--- src/unb_pkg.sv ---
// Package: register map, field positions and constants for the nine-bit UART
package unb_pkg;
  localparam int unsigned ADDR_W = 6;
  localparam logic [5:0] REG_DATA = 6'h00;
  localparam logic [5:0] REG_STAT = 6'h04;
  localparam logic [5:0] REG_CTRL = 6'h08;
  localparam logic [5:0] REG_ADDR = 6'h0C;
  localparam logic [5:0] REG_ADSEND = 6'h10;
  localparam logic [5:0] REG_BAUD = 6'h14;
  localparam logic [5:0] REG_RIS = 6'h18;
  localparam logic [5:0] REG_IMSK = 6'h1C;
  localparam logic [5:0] REG_MIS = 6'h20;
  // Control bits
  localparam int unsigned CTL_EN = 0;
  localparam int unsigned CTL_NINE = 1;
  localparam int unsigned CTL_BRK = 2;
  localparam int unsigned CTL_SRC = 3;
  localparam int unsigned CTL_DMA_TX = 4;
  localparam int unsigned CTL_DMA_RX = 5;
  localparam int unsigned CTL_W = 6;
  // Status bits
  localparam int unsigned ST_BUSY = 0;
  localparam int unsigned ST_RX_AVAIL = 1;
  localparam int unsigned ST_TX_FULL = 2;
  localparam int unsigned ST_TX_EMPTY = 3;
  localparam int unsigned ST_RX_FULL = 4;
  localparam int unsigned ST_SRC = 5;
  // Interrupt bits
  localparam int unsigned IRQ_RX = 0;
  localparam int unsigned IRQ_TX_DONE = 1;
  localparam int unsigned IRQ_OVR = 2;
  localparam int unsigned IRQ_FRAME = 3;
  localparam int unsigned IRQ_W = 4;
  localparam logic [15:0] BAUD_RST = 16'h0043;
  localparam logic [3:0] OVS_LAST = 4'hF;
  localparam logic [3:0] OVS_MID = 4'h7;
  localparam logic [3:0] DBITS_8 = 4'h8;
  localparam logic [3:0] DBITS_9 = 4'h9;
  localparam logic [7:0] MASK_RST = 8'hFF;
endpackage

--- src/unb_fifo.sv ---
// Flip-flop FIFO used for both transmit and receive queues
`timescale 1ns/100ps
`default_nettype none
module unb_fifo #(
  parameter int unsigned W = 9,
  parameter int unsigned DEPTH = 16
) (
  input wire logic clk,
  input wire logic rst_n,
  input wire logic flush,
  input wire logic push,
  input wire logic [W-1:0] wdata,
  input wire logic pop,
  output logic [W-1:0] rdata,
  output logic empty,
  output logic full
);
  localparam int unsigned AW = $clog2(DEPTH);
  logic [W-1:0] mem_q [DEPTH];
  logic [AW-1:0] wp_q;
  logic [AW-1:0] rp_q;
  logic [AW:0] cnt_q;
  logic do_push;
  logic do_pop;

  assign empty = (cnt_q == '0);
  assign full = (cnt_q == (AW+1)'(DEPTH));
  assign rdata = mem_q[rp_q];
  assign do_push = push && !full;
  assign do_pop = pop && !empty;

  always_ff @(posedge clk) begin
    if (do_push) begin
      mem_q[wp_q] <= wdata;
    end
  end

  always_ff @(posedge clk or negedge rst_n) begin
    if (!rst_n) begin
      wp_q <= '0;
      rp_q <= '0;
      cnt_q <= '0;
    end else if (flush) begin
      wp_q <= '0;
      rp_q <= '0;
      cnt_q <= '0;
    end else begin
      if (do_push) begin
        wp_q <= (wp_q == AW'(DEPTH-1)) ? '0 : wp_q + 1'b1;
      end
      if (do_pop) begin
        rp_q <= (rp_q == AW'(DEPTH-1)) ? '0 : rp_q + 1'b1;
      end
      cnt_q <= cnt_q + (AW+1)'(do_push) - (AW+1)'(do_pop);
    end
  end
endmodule
`default_nettype wire

--- src/unb_uart.sv ---
// Nine-bit multidrop UART with break, busy, FIFOs, DMA requests and interrupts
// Operation
// RULE1 - Address send marks byte as address
// RULE2 - Software waits idle before and after address
// RULE3 - Received address ANDed with mask, compared
// RULE4 - Control bit switches nine-bit mode
// RULE5 - Data FIFO path carries data characters
// RULE6 - Break control holds line low
// RULE7 - Software holds break two frames
// RULE8 - Busy until FIFO empty and stop sent
// RULE9 - Receive-available status bit
// RULE10 - Transmit full status; software writes when space
// RULE11 - Data read pops receive FIFO
// RULE12 - Baud source selectable and readable
// RULE13 - Separately enabled DMA requests
// RULE14 - Interrupts with enable, clear, raw, masked
// RULE15 - Software reprograms baud after source change
// RULE16 - Disable finishes character, flushes transmit FIFO
// RULE17 - Ninth bit one address, zero data
//
// The register addresses and the address-and-strobe port were decided locally.
`timescale 1ns/100ps
`default_nettype none
module unb_uart #(
  parameter int unsigned DEPTH = 16
) (
  input wire logic clk,
  input wire logic rst_n,
  input wire logic [unb_pkg::ADDR_W-1:0] addr,
  input wire logic [31:0] wdata,
  input wire logic wr,
  input wire logic rd,
  output logic [31:0] rdata,
  input wire logic osc_tick,
  input wire logic rxd,
  output logic txd,
  output logic dma_tx_req,
  output logic dma_rx_req,
  output logic irq
);
  import unb_pkg::*;

  typedef enum logic [1:0] {UNB_IDLE, UNB_START, UNB_BITS, UNB_STOP} unb_st_t;

  logic [CTL_W-1:0] ctrl_q;
  logic [7:0] match_addr_q;
  logic [7:0] match_mask_q;
  logic [15:0] baud_q;
  logic [IRQ_W-1:0] ris_q;
  logic [IRQ_W-1:0] imsk_q;
  logic [31:0] rdata_q;
  // Pin and oscillator synchronisers
  logic rx_s1_q, rx_s2_q, os1_q, os2_q, os3_q;
  always_ff @(posedge clk or negedge rst_n) begin
    if (!rst_n) begin
      rx_s1_q <= 1'b1;
      rx_s2_q <= 1'b1;
      os1_q <= 1'b0;
      os2_q <= 1'b0;
      os3_q <= 1'b0;
    end else begin
      rx_s1_q <= rxd;
      rx_s2_q <= rx_s1_q;
      os1_q <= osc_tick;
      os2_q <= os1_q;
      os3_q <= os2_q;
    end
  end
  // Baud source: system clock or rising edges of the oscillator
  logic src_tick;
  assign src_tick = ctrl_q[CTL_SRC] ? (os2_q && !os3_q) : 1'b1; // [RULE12]
  // Oversample tick: one pulse each baud_q+1 source ticks
  logic [15:0] bdiv_q;
  logic ovs;
  assign ovs = src_tick && (bdiv_q == '0);
  always_ff @(posedge clk or negedge rst_n) begin
    if (!rst_n) begin
      bdiv_q <= '0;
    end else if (src_tick) begin
      bdiv_q <= (bdiv_q == '0) ? baud_q : bdiv_q - 16'h0001;
    end
  end
  logic wr_data, wr_adsend, rd_data;
  assign wr_data = wr && (addr == REG_DATA);
  assign wr_adsend = wr && (addr == REG_ADSEND);
  assign rd_data = rd && (addr == REG_DATA);
  // Transmit path
  logic tx_empty, tx_full, tx_pop, tx_flush;
  logic [8:0] tx_head;
  unb_st_t tx_st_q;
  logic [3:0] tx_ovs_q;
  logic [3:0] tx_bit_q;
  logic [8:0] tx_sh_q;
  logic tx_pin_q;
  logic tx_nbits_nine;
  // Ninth bit: 1 for address characters, 0 for data
  logic [8:0] tx_in;
  assign tx_in = wr_adsend ? {1'b1, wdata[7:0]} : {1'b0, wdata[7:0]}; // [RULE1] [RULE5] [RULE17]
  // Flush while disabled, but only once the shifter is idle
  assign tx_flush = !ctrl_q[CTL_EN] && (tx_st_q == UNB_IDLE); // [RULE16]
  assign tx_pop = ctrl_q[CTL_EN] && (tx_st_q == UNB_IDLE) && !tx_empty && ovs;

  unb_fifo #(.W(9), .DEPTH(DEPTH)) u_txf (
    .clk(clk),
    .rst_n(rst_n),
    .flush(tx_flush),
    .push((wr_data || wr_adsend) && ctrl_q[CTL_EN]), // [RULE10]
    .wdata(tx_in),
    .pop(tx_pop),
    .rdata(tx_head),
    .empty(tx_empty),
    .full(tx_full)
  );

  assign tx_nbits_nine = ctrl_q[CTL_NINE];

  always_ff @(posedge clk or negedge rst_n) begin
    if (!rst_n) begin
      tx_st_q <= UNB_IDLE;
      tx_ovs_q <= '0;
      tx_bit_q <= '0;
      tx_sh_q <= '0;
      tx_pin_q <= 1'b1;
    end else begin
      case (tx_st_q)
        UNB_IDLE: begin
          tx_pin_q <= 1'b1;
          if (tx_pop) begin
            tx_sh_q <= tx_head;
            tx_ovs_q <= '0;
            tx_pin_q <= 1'b0;
            tx_st_q <= UNB_START;
          end
        end
        UNB_START: begin
          if (ovs) begin
            tx_ovs_q <= tx_ovs_q + 4'h1;
            if (tx_ovs_q == OVS_LAST) begin
              tx_pin_q <= tx_sh_q[0];
              tx_sh_q <= {1'b0, tx_sh_q[8:1]};
              tx_bit_q <= 4'h1;
              tx_st_q <= UNB_BITS;
            end
          end
        end
        UNB_BITS: begin
          if (ovs) begin
            tx_ovs_q <= tx_ovs_q + 4'h1;
            if (tx_ovs_q == OVS_LAST) begin
              if (tx_bit_q == (tx_nbits_nine ? DBITS_9 : DBITS_8)) begin // [RULE4]
                tx_pin_q <= 1'b1;
                tx_st_q <= UNB_STOP;
              end else begin
                tx_pin_q <= tx_sh_q[0];
                tx_sh_q <= {1'b0, tx_sh_q[8:1]};
                tx_bit_q <= tx_bit_q + 4'h1;
              end
            end
          end
        end
        UNB_STOP: begin
          if (ovs) begin
            tx_ovs_q <= tx_ovs_q + 4'h1;
            if (tx_ovs_q == OVS_LAST) begin
              tx_st_q <= UNB_IDLE;
            end
          end
        end
        default: tx_st_q <= UNB_IDLE;
      endcase
    end
  end

  // Break overrides the shifter, which keeps running underneath
  assign txd = ctrl_q[CTL_BRK] ? 1'b0 : tx_pin_q; // [RULE6] [RULE7]

  logic busy;
  assign busy = !tx_empty || (tx_st_q != UNB_IDLE); // [RULE8] [RULE2]
  // Receive path
  unb_st_t rx_st_q;
  logic [3:0] rx_ovs_q;
  logic [3:0] rx_bit_q;
  logic [8:0] rx_sh_q;
  logic rx_push, rx_empty, rx_full, rx_frame_err;
  logic [8:0] rx_head, rx_char;
  logic rx_done, rx_sel_q, rx_keep;

  // Align an eight-bit frame to the low bits of the nine-bit shifter
  assign rx_char = ctrl_q[CTL_NINE] ? rx_sh_q : {1'b0, rx_sh_q[8:1]};
  assign rx_done = (rx_st_q == UNB_STOP) && ovs && (rx_ovs_q == OVS_MID);
  assign rx_frame_err = rx_done && !rx_s2_q;

  // Address characters are consumed by matching; data kept only when selected
  assign rx_keep = !ctrl_q[CTL_NINE] || (!rx_char[8] && rx_sel_q); // [RULE5]
  assign rx_push = rx_done && rx_s2_q && rx_keep && ctrl_q[CTL_EN];

  always_ff @(posedge clk or negedge rst_n) begin
    if (!rst_n) begin
      rx_sel_q <= 1'b0;
    end else if (!ctrl_q[CTL_NINE]) begin
      rx_sel_q <= 1'b0;
    end else if (rx_done && rx_s2_q && rx_char[8]) begin // [RULE17]
      rx_sel_q <= ((rx_char[7:0] & match_mask_q) == (match_addr_q & match_mask_q)); // [RULE3]
    end
  end

  always_ff @(posedge clk or negedge rst_n) begin
    if (!rst_n) begin
      rx_st_q <= UNB_IDLE;
      rx_ovs_q <= '0;
      rx_bit_q <= '0;
      rx_sh_q <= '0;
    end else if (ovs) begin
      case (rx_st_q)
        UNB_IDLE: begin
          if (!rx_s2_q) begin
            rx_ovs_q <= '0;
            rx_st_q <= UNB_START;
          end
        end
        UNB_START: begin
          rx_ovs_q <= rx_ovs_q + 4'h1;
          if (rx_ovs_q == OVS_MID) begin
            rx_ovs_q <= '0;
            rx_bit_q <= '0;
            rx_st_q <= rx_s2_q ? UNB_IDLE : UNB_BITS;
          end
        end
        UNB_BITS: begin
          rx_ovs_q <= rx_ovs_q + 4'h1;
          if (rx_ovs_q == OVS_LAST) begin
            rx_sh_q <= {rx_s2_q, rx_sh_q[8:1]};
            rx_bit_q <= rx_bit_q + 4'h1;
            if (rx_bit_q + 4'h1 == (ctrl_q[CTL_NINE] ? DBITS_9 : DBITS_8)) begin
              rx_ovs_q <= '0;
              rx_st_q <= UNB_STOP;
            end
          end
        end
        UNB_STOP: begin
          rx_ovs_q <= rx_ovs_q + 4'h1;
          if (rx_ovs_q == OVS_LAST) begin
            rx_st_q <= UNB_IDLE;
          end
        end
        default: rx_st_q <= UNB_IDLE;
      endcase
    end
  end

  unb_fifo #(.W(9), .DEPTH(DEPTH)) u_rxf (
    .clk(clk),
    .rst_n(rst_n),
    .flush(1'b0),
    .push(rx_push),
    .wdata(rx_char),
    .pop(rd_data), // [RULE11]
    .rdata(rx_head),
    .empty(rx_empty),
    .full(rx_full)
  );

  // DMA requests, each gated by its own enable
  assign dma_tx_req = ctrl_q[CTL_DMA_TX] && ctrl_q[CTL_EN] && !tx_full; // [RULE13]
  assign dma_rx_req = ctrl_q[CTL_DMA_RX] && !rx_empty; // [RULE13]

  // Configuration registers
  always_ff @(posedge clk or negedge rst_n) begin
    if (!rst_n) begin
      ctrl_q <= '0;
      match_addr_q <= '0;
      match_mask_q <= MASK_RST;
      baud_q <= BAUD_RST;
      imsk_q <= '0;
    end else if (wr) begin
      case (addr)
        REG_CTRL: ctrl_q <= wdata[CTL_W-1:0]; // [RULE4] [RULE6] [RULE12] [RULE15]
        REG_ADDR: begin
          match_addr_q <= wdata[7:0];
          match_mask_q <= wdata[15:8];
        end
        REG_BAUD: baud_q <= wdata[15:0];
        REG_IMSK: imsk_q <= wdata[IRQ_W-1:0];
        default: ;
      endcase
    end
  end

  // Sticky events; a set in the clearing cycle wins
  logic [IRQ_W-1:0] ev, clr;
  logic busy_q;
  always_ff @(posedge clk or negedge rst_n) begin
    if (!rst_n) begin
      busy_q <= 1'b0;
    end else begin
      busy_q <= busy;
    end
  end
  always_comb begin
    ev = '0;
    ev[IRQ_RX] = rx_push;
    ev[IRQ_TX_DONE] = busy_q && !busy;
    ev[IRQ_OVR] = rx_push && rx_full;
    ev[IRQ_FRAME] = rx_frame_err;
  end
  assign clr = (wr && addr == REG_RIS) ? wdata[IRQ_W-1:0] : '0;
  always_ff @(posedge clk or negedge rst_n) begin
    if (!rst_n) begin
      ris_q <= '0;
    end else begin
      ris_q <= (ris_q & ~clr) | ev; // [RULE14]
    end
  end
  assign irq = |(ris_q & imsk_q); // [RULE14]

  // Read data one cycle after the strobe
  always_ff @(posedge clk or negedge rst_n) begin
    if (!rst_n) begin
      rdata_q <= '0;
    end else begin
      rdata_q <= '0;
      if (rd) begin
        case (addr)
          REG_DATA: rdata_q <= rx_empty ? '0 : {23'h00_0000, rx_head};
          REG_STAT: begin
            rdata_q[ST_BUSY] <= busy; // [RULE8]
            rdata_q[ST_RX_AVAIL] <= !rx_empty; // [RULE9]
            rdata_q[ST_TX_FULL] <= tx_full; // [RULE10]
            rdata_q[ST_TX_EMPTY] <= tx_empty;
            rdata_q[ST_RX_FULL] <= rx_full;
            rdata_q[ST_SRC] <= ctrl_q[CTL_SRC]; // [RULE12]
          end
          REG_CTRL: rdata_q <= {26'h000_0000, ctrl_q};
          REG_ADDR: rdata_q <= {16'h0000, match_mask_q, match_addr_q};
          REG_BAUD: rdata_q <= {16'h0000, baud_q};
          REG_RIS: rdata_q <= {28'h000_0000, ris_q};
          REG_IMSK: rdata_q <= {28'h000_0000, imsk_q};
          REG_MIS: rdata_q <= {28'h000_0000, ris_q & imsk_q};
          default: rdata_q <= '0;
        endcase
      end
    end
  end
  assign rdata = rdata_q;

  // Checks
  busy_hold_a: assert property (@(posedge clk) disable iff (!rst_n) // [RULE8]
    (tx_st_q != UNB_IDLE) |-> busy) else $error("busy low while shifting");
  brk_line_a: assert property (@(posedge clk) disable iff (!rst_n) // [RULE6]
    ctrl_q[CTL_BRK] |-> !txd) else $error("break not driven");
  rx_avail_a: assert property (@(posedge clk) disable iff (!rst_n) // [RULE9]
    rx_push |=> !rx_empty) else $error("receive FIFO empty after push");
  irq_mask_a: assert property (@(posedge clk) disable iff (!rst_n) // [RULE14]
    (ev[IRQ_RX] && imsk_q[IRQ_RX] && !(wr && addr == REG_IMSK)) |=> irq)
    else $error("masked event gave no interrupt");
  addr_mark_a: assert property (@(posedge clk) disable iff (!rst_n) // [RULE1]
    (wr_adsend && ctrl_q[CTL_EN] && !tx_full && tx_empty) |=> tx_head[8])
    else $error("address character not marked");
  dis_flush_a: assert property (@(posedge clk) disable iff (!rst_n) // [RULE16]
    (!ctrl_q[CTL_EN] && tx_st_q == UNB_IDLE) |=> tx_empty) else $error("no flush");
  nine_off_a: assert property (@(posedge clk) disable iff (!rst_n) // [RULE4]
    !ctrl_q[CTL_NINE] |=> !rx_sel_q) else $error("match kept in normal mode");
  dma_gate_a: assert property (@(posedge clk) disable iff (!rst_n) // [RULE13]
    !ctrl_q[CTL_DMA_RX] |-> !dma_rx_req) else $error("rx dma while disabled");
  rd_pop_a: assert property (@(posedge clk) disable iff (!rst_n) // [RULE11]
    (rd_data && !rx_empty && !rx_push) |=> (u_rxf.cnt_q == $past(u_rxf.cnt_q) - 1'b1))
    else $error("read did not pop");
endmodule
`default_nettype wire
--- config.mk ---
export PLATFORM = sky130hd
export DESIGN_NAME = unb_uart
export DESIGN_NICKNAME = d
export VERILOG_FILES = /design/src/unb_pkg.sv /design/src/unb_fifo.sv /design/src/unb_uart.sv
export SDC_FILE = /design/constraint.sdc
export NUM_CORES = 1
export LEC_CHECK = 0
export ABC_AREA = 0
export BUFFER_PORTS_ARGS = -buffer_cell sky130_fd_sc_hd__buf_2
export CORE_ASPECT_RATIO = 2
export CORE_MARGIN = 5
export CORE_UTILIZATION = 23
export DETAILED_ROUTE_END_ITERATION = 12
export PLACE_DENSITY_LB_ADDON = 0.05
export SLEW_MARGIN = 20
export SYNTH_ARGS = -nofsm -noshare
export SYNTH_HDL_FRONTEND = slang
export SYNTH_SLANG_ARGS = --single-unit
--- constraint.sdc ---
create_clock -name clk -period 9.75 [get_ports clk]
set_clock_uncertainty 0.1 [all_clocks]
set_input_delay 1.4625 -clock clk [delete_from_list [all_inputs] [get_ports clk]]
set_output_delay 1.4625 -clock clk [all_outputs]
set_load 0.02 [all_outputs]
==> flow_summary.ini, run 1 <==
[logic_synthesis]
ys_seq_elements = 438
synthTopCellsByCount = edfxtp_1 (288), dfrtp_1 (136), nand2_1 (79)
ys_seq_area_frac = 0.650
synthFlopType = edfxtp_1
synth-edff-count = 288
synth_area_per_cell_sq_um = 14.7
synth.distinct_cells = 75
synthCells = 1302
yosysMostFrequentCell = edfxtp_1
yosysTopAreaCell = edfxtp_1
ys_warn_count = 0
synthArstFlopShare = 0.342
synth_area_leaders = edfxtp_1 (45%), dfrtp_1 (18%), mux4_2 (6.2%)
synth_top_area_share = 0.452
synth_area_sq_mm = 0.0191

[floorplan]
rows = 149
dieWidth_um = 214
die_h_um = 418
start_util = 0.231
fp.dieArea_sq_mm = 0.0893
design.core.area_sq_mm = 0.0826
ios = 80

[global_routing]
grt.overflow.total = 0
antenna_found_initial = 5
grt_pass1_wl_um = 86600
grt_max_degree = 85
grt_pass1_vias = 12100
track_usage = 0.133

[layout]
fillers = 8461
drive_gt1_frac = 0.231
finalNetCount = 1456
utilization = 0.271
areaGrowthSynthToFinish_pct = 17.1

[clocking]
clock-sinks = 438
insertion_delay_ps = 600
clockBufferDepth = 3
tritoncts = done
root_buffer = clkbuf_16
cts_max_level = 2
cts_resized = 0
cts_setup_buffers = 0
cts_made_buffers = 47
cts.clk_slew.worst_paths_ps = 60
ctsHoldBuffers = 0

[setup_path]
rr_worst_depth = 13
rr_endpoint = u_rxf.cnt_q[4]
slowest_stage = nor4_2
critPathMaxFanout = 12
critPathArrivalTime_ps = 4730
path_common_cell = inv_1
r2r_start = bdiv_q[3]
path_cells = nor4_2, o211a_1, buf_4, nand4_1, inv_1, ha_1, inv_1, fa_1, inv_1, a21oi_1, nor2_1, nor2_1, xnor2_1
cp-start-kind = register
worstSetupPathType = register to register
crit_path_end_kind = register
worst_path_largest_cell_delay_ps = 760
required_ps = 10120
r2r_setup_slack_ps = 5390

[timing]
hold_violations = 0
slew_headroom = 0.256
fin_crit_sh = 0.448
slew_violations = 0
rsz0062_at_grt = false
setup_violations = 0
tightest_slew_ps = 1110
setup_tns_ps = 0
period_needed_ps = 4360
clock.fmax_ghz = 0.229

[detailed_routing]
wl_per_cell_um = 24.1
drt_iter0_markers = 508
dr.pass1.iters = 5
drc = 0
drt_wl_total_um = 59600
postRouteAntennaNets = 0
dr_total_vias = 11200
vias_per_cell = 4.52

[power]
p_leak_uw = 0.00754
seq_power_share = 0.463
p_total_uw = 4710
p_comb_frac = 0.135
p_clk_frac = 0.402
swShare = 0.275
max-vdd-ir-drop_mv = 0.116
power.switching_uw = 1300
p_int_uw = 3420
power.density_mw_per_mm2 = 211

[min_path]
hp-start = rx_s1_q
hold_class = register to register
min_path_cells = 0
min_to = rx_s2_q

[job]
cap_violations = 0

[placed_design]
dp_hpwl_um = 43200
io_buffer_count = 47
place_congestion = 0.770

[run_status]
outcome = finished, final reports clean
==> worst max-delay path: cells and delay by family, from the launching register on <==
family,cells,cell delay (ps)
flip-flops,1,440
AO/OA/AOI/OAI,2,430
AND/OR/NAND/NOR,4,1590
XOR/XNOR,1,110
adder cells (fa/ha/maj),2,660
buffers and inverters,4,890
==> routing by layer <==
metal,routed length [um],GRT usage,up-vias
met3,1650,0.0212,89
li1,-,-,5141
met4,1920,0.0439,4
met5,21,0,-
met2,35200,0.270,157
met1,20700,0.133,5784
==> power by group through the flow <==
stage               sequential (uW)  combinational [uW]  clock (uW)
floorplan                      2180                 437           0
global route                   2200                 705        2030
CTS                            2180                 659        1980
detailed placement             2220                 658           0
global placement               2220                 651           0
finish                         2180                 636        1900
==> how the worst max path moves through the flow <==
| stage | startpoint | endpoint |
|---|---|---|
| CTS | bdiv_q[3] | u_rxf.mem_q[10][2] |
| global placement | addr[2] | u_rxf.cnt_q[4] |
| global route | bdiv_q[3] | u_rxf.cnt_q[4] |
| floorplan | addr[2] | u_rxf.cnt_q[4] |
| finish | bdiv_q[3] | u_rxf.cnt_q[4] |
| detailed placement | addr[2] | u_rxf.cnt_q[4] |
==> through the flow <==
| stage | hold WS (ps) | cells | setup slack [ps] | cell area (sq um) |
|---|---|---|---|---|
| floorplan | 231 | 1317 | 5780 | 19200 |
| global placement | 239 | 2386 | 5180 | 20800 |
| CTS | 257 | 2473 | 5280 | 22400 |
| global route | 264 | 2473 | 5060 | 22400 |
| detailed placement | 243 | 2386 | 5190 | 20800 |
| finish | 255 | 2475 | 5390 | 22400 |
==> sequential cells by signal (all words and copies together), names as in the netlist, 4 cells and up, named ones only <==
name,cells
tx_ovs_q,4
u_rxf.rp_q,4
match_mask_q,8
u_rxf.cnt_q,5
match_addr_q,8
imsk_q,4
rdata,16
rx_sh_q,9
baud_q,16
rx_ovs_q,4
u_rxf.wp_q,4
bdiv_q,16
u_txf.wp_q,4
u_txf.rp_q,4
u_rxf.mem_q,144
ctrl_q,6
tx_sh_q,9
ris_q,4
u_txf.cnt_q,5
rx_bit_q,4
u_txf.mem_q,144
tx_bit_q,4
==> kinds of logic (layout without fill, tap and decap cells) <==
family                     Yosys count  in the layout  share of synthesized area
muxes                              174            174                      0.130
and+or+nand+nor                    291            291                     0.0794
adders and majority gates           34             34                     0.0230
DFF                                438            438                      0.650
AOI/OAI and AO/OA                  209            209                     0.0779
xor gates and xnor gates            21             21                    0.00962
other                                1             18                   0.000196
buffers and inverters              134            233                     0.0299
==> placed cells by master (no fill, tap or decap), drive strengths merged, types with 41 or more instances in the layout <==
| master | count |
|---|---|
| clkbuf | 60 |
| mux2 | 66 |
| dfrtp | 136 |
| mux2i | 55 |
| edfxtp | 288 |
| buf | 86 |
| inv | 59 |
| nor2 | 48 |
| nand3 | 41 |
| o21ai | 42 |
| mux4 | 53 |
| nand2 | 79 |
==> final cells by class <==
class                           instances  area (sq um)  share of cell area
Antenna cell                            2          5.00            0.000224
Clock buffer                           59          1250              0.0560
Clock inverter                         28           337              0.0150
Inverter                               59           221             0.00989
Multi-Input combinational cell        745          6280               0.280
Sequential cell                       438         12400               0.555
Tap cell                             1057          1320              0.0591
Timing Repair Buffer                   87           544              0.0243
Power figures use the tool's default switching activity.
==> run 2: changes to the inputs <==
- clock period: 9.75 -> 3.7 ns (I/O delays scaled with it)
==> flow_summary.ini, run 2 (synthesized netlist as in run 1, its figures left out) <==
[run_status]
outcome = finished, final reports clean

[detailed_routing]
wl_per_cell_um = 24.2
dr_wl_met3_um = 1570
drt_iter0_markers = 679
dr.pass1.iters = 6
wl_met1_um = 20500
dr_total_vias = 11200
wl_met2_um = 36500
postRouteAntennaNets = 0
drt_wl_total_um = 61000
vias_per_cell = 4.45
dr.max_layer_used = met5
drc = 0

[layout]
multiInputGateArea_sq_mm = 0.00626
top_regs = u_rxf.mem_q x144, u_txf.mem_q x144
fillers = 8476
utilization = 0.275
final_cell_mix = edfxtp_1 (288), dfrtp_1 (134), buf_4 (88)
antennaDiodeCount = 0
areaGrowthSynthToFinish_pct = 18.8
seq_area_sq_mm = 0.0124
final_common_cell = edfxtp_1
finalNetCount = 1510
drive_gt1_frac = 0.252

[timing]
slew_violations = 0
fin_crit_sh = 0.960
slew_headroom = 0.257
hold_violations = 0
clock.fmax_ghz = 0.282
rsz0062_at_grt = false
setup_violations = 0
period_needed_ps = 3550
tightest_slew_ps = 1090
setup_tns_ps = 0

[power]
p_leak_uw = 0.00777
max-vdd-ir-drop_mv = 0.263
swShare = 0.280
power.switching_uw = 3430
power.density_mw_per_mm2 = 540
p_int_uw = 8830
p_clk_frac = 0.385
seq_power_share = 0.469
p_comb_frac = 0.146

[clocking]
insertion_delay_ps = 590
root_buffer = clkbuf_16
clockBufferDepth = 3
tritoncts = done
cts_made_buffers = 47
cts.clk_slew.worst_paths_ps = 60
clock-sinks = 438
cts_setup_buffers = 0
cts_max_level = 2

[global_routing]
track_usage = 0.137
antenna_found_initial = 1
grt_pass1_vias = 12100
grt_pass1_wl_um = 88600
grt.overflow.total = 0
grt_max_degree = 77

[setup_path]
required_ps = 3890
crit_path_end_kind = register
critPathMaxFanout = 10
worstSetupPathType = register to register
cp-start-kind = register
critPathArrivalTime_ps = 3740

[floorplan]
design.core.area_sq_mm = 0.0826
rows = 149
die_h_um = 418
start_util = 0.231
ios = 80
fp.dieArea_sq_mm = 0.0893
dieWidth_um = 214

[job]
cap_violations = 0

[min_path]
hold_class = input port to register

[placed_design]
dp_hpwl_um = 45600
io_buffer_count = 47
place_congestion = 0.754
==> run 2: cell types whose count changed in the layout (fill, tap and decap cells not counted), moves of 3 or more <==
cell           change
buf_12             +3
buf_4             +48
bufinv_16          -3
dlygate4sd3_1      +3
nor2_1             +5
nor2_2             -5
==> run 2: worst paths after layout <==
path                                 start                  to  slack (ps)  depth (start not counted)
worst max-delay path            rx_st_q[0]  u_rxf.mem_q[14][8]         150                          8
worst min-delay path             wdata[10]          baud_q[10]         120                          2
worst max register to register  rx_st_q[0]  u_rxf.mem_q[14][8]         150                          8
worst min register to register     rx_s1_q             rx_s2_q         250                          0
max in group asynchronous            rst_n     match_mask_q[6]        2120                          3
min in group asynchronous            rst_n         rx_ovs_q[0]         480                          2
==> run 2: final cells by class <==
cell class,instances,share of cell area
Inverter,59,0.00975
Tap cell,1057,0.0582
Clock buffer,56,0.0537
Multi-Input combinational cell,745,0.276
Clock inverter,29,0.0119
Timing Repair Buffer,141,0.0438
Sequential cell,438,0.547
==> run 2: timing repair <==
action	4_1_cts	5_1_grt
hold buffers	3	0
setup endpoints to repair	0	0
gates resized for setup	0	0
hold endpoints to repair	72	0
==> run 2: metrics by stage <==
step	setup WS [ps]	instances	hold slack [ps]	instance area (sq um)	total power, uW
after floorplan	419	1317	159	19200	6890
after global placement	103	2437	243	21200	7690
after detailed placement	95.1	2437	240	21200	7690
after CTS	57.8	2525	69.2	22700	12500
after global routing	25.1	2525	81.6	22700	12900
final	149	2525	117	22700	12300
==> run 2: worst max-delay path, stage by stage, from the launching register on <==
cell	delay, ps
dfrtp_1	530
nand4b_1	200
a2111oi_0	970
nand4_1	260
inv_1	260
buf_4	180
nand3_1	140
nor2_1	350
buf_4	250
==> run 2: per-layer routing <==
metal	GRT usage	vias up
met3	0.0193	85
li1	-	5223
met1	0.136	5763
met4	0.0506	2
met5	0	-
met2	0.280	162
==> run 2: power by group through the flow <==
stage | logic [uW] | registers (uW) | clock network, uW
floorplan | 1150 | 5740 | 0
global placement | 1840 | 5850 | 0
detailed placement | 1840 | 5850 | 0
CTS | 1840 | 5760 | 4930
global route | 1980 | 5780 | 5110
finish | 1790 | 5750 | 4720
==> run 3: changes to the inputs <==
- CAP_MARGIN: default -> 20
- PLACE_DENSITY: default -> 0.35
- PLACE_DENSITY_LB_ADDON: 0.05 -> default
==> flow_summary.ini, run 3 (synthesized netlist as in run 1, its figures left out) <==
[clocking]
tritoncts = done
cts_max_level = 2
clock-sinks = 438
cts_made_buffers = 46
clockBufferDepth = 3
cts_setup_buffers = 0
insertion_delay_ps = 590
root_buffer = clkbuf_16
cts.clk_slew.worst_paths_ps = 60

[power]
max-vdd-ir-drop_mv = 0.251
p_total_uw = 12300
power.density_mw_per_mm2 = 541
p_leak_uw = 0.00775

[setup_path]
crit_path_end_kind = register
required_ps = 4070
critPathArrivalTime_ps = 3780
worstSetupPathType = register to register
critPathMaxFanout = 7
cp-start-kind = register

[floorplan]
dieWidth_um = 214
ios = 80
fp.dieArea_sq_mm = 0.0893
design.core.area_sq_mm = 0.0826
start_util = 0.231
die_h_um = 418
rows = 149

[job]
cap_violations = 0

[detailed_routing]
dr_total_vias = 11300
drc = 0
postRouteAntennaNets = 0
drt_wl_total_um = 57800
dr.pass1.iters = 5
drt_iter0_markers = 710
wl_per_cell_um = 23.0
vias_per_cell = 4.49

[timing]
hold_violations = 0
clock.fmax_ghz = 0.293
fin_crit_sh = 0.921
tightest_slew_ps = 788
rsz0062_at_grt = false
slew_violations = 0
setup_violations = 0
slew_headroom = 0.461
holdWs_ps = 124
setup_tns_ps = 0
period_needed_ps = 3410

[global_routing]
grt.overflow.total = 0
antenna_found_initial = 2
track_usage = 0.130
grt_pass1_wl_um = 85400
grt_pass1_vias = 12300
grt_max_degree = 61

[layout]
areaGrowthSynthToFinish_pct = 18.7
drive_gt1_frac = 0.246
final_cell_mix = edfxtp_1 (288), dfrtp_1 (134), nand2_1 (79), buf_4 (79), mux2_2 (66)
final_common_cell = edfxtp_1
top_regs = u_rxf.mem_q x144, u_txf.mem_q x144
finalNetCount = 1499

[placed_design]
dp_hpwl_um = 42700
place_congestion = 0.773
io_buffer_count = 47

[min_path]
hold_class = input port to register

[run_status]
outcome = finished, final reports clean
## run 3: changes by cell type in the layout (fill, tap and decap cells not counted), sizes merged
| cell | previous run | this run |
|---|---|---|
| clkinv | 20 | 13 |
| bufinv | 4 | 3 |
| inv | 60 | 57 |
| buf | 137 | 128 |
| clkinvlp | 4 | 2 |
| clkbuf | 57 | 70 |
| diode | 0 | 1 |
## run 3: per-layer routing
| metal | GRT usage | share of wire |
|---|---|---|
| met5 | 0 | 0 |
| met4 | 0.0339 | 0.022 |
| met3 | 0.0166 | 0.025 |
| met2 | 0.269 | 0.60 |
| met1 | 0.132 | 0.35 |
## run 3: area by class of cell
cell class                      count  area [sq um]
Inverter                           59           221
Multi-Input combinational cell    745          6260
Clock inverter                     16           166
Sequential cell                   438         12400
Clock buffer                       70          1380
Antenna cell                        1          2.50
Tap cell                         1057          1320
Fill cell                        8438         59900
Timing Repair Buffer              131           905
## run 3: through the flow
step	cell area (sq um)	utilization	cells	setup WS, ps
after floorplan	19200	-	1317	419
after global placement	21100	0.256	2427	260
after detailed placement	21100	0.256	2427	245
after CTS	22700	0.275	2516	237
after global routing	22700	0.275	2516	97.6
final	22700	0.275	2517	293
## run 3: path summary, 6_finish.rpt
kind	start	cells past startpoint	slack, ps	endpoint
min in group asynchronous	rst_n	2	390	u_rxf.cnt_q[4]
max reg2reg	bdiv_q[6]	13	290	u_txf.cnt_q[4]
max	bdiv_q[6]	13	290	u_txf.cnt_q[4]
min	wdata[10]	2	120	baud_q[10]
max in group asynchronous	rst_n	3	2250	match_mask_q[2]
min reg2reg	rx_s1_q	0	260	rx_s2_q
## run 3: what timing repair did
| item | CTS | global route |
|---|---|---|
| hold endpoints to repair | 41 | 0 |
| hold buffers | 3 | 0 |
| resized for setup | 0 | 0 |
## run 3: worst max-delay path, stage by stage (launching register included)
cell and delay [ps]:
dfrtp_1 440, or4_4 590, nor4b_4 450, nand3_1 170
inv_1 180, ha_1 150, inv_1 40, ha_1 210
fa_1 440, a21oi_1 170, nor2_1 60, nor2_1 110
xnor2_1 120, nor2_1 50
## run 3: power by group
group	total, uW	internal [uW]	switching (uW)
Clock	4810	2790	2020
Combinational	1690	682	1010
Sequential	5760	5480	278
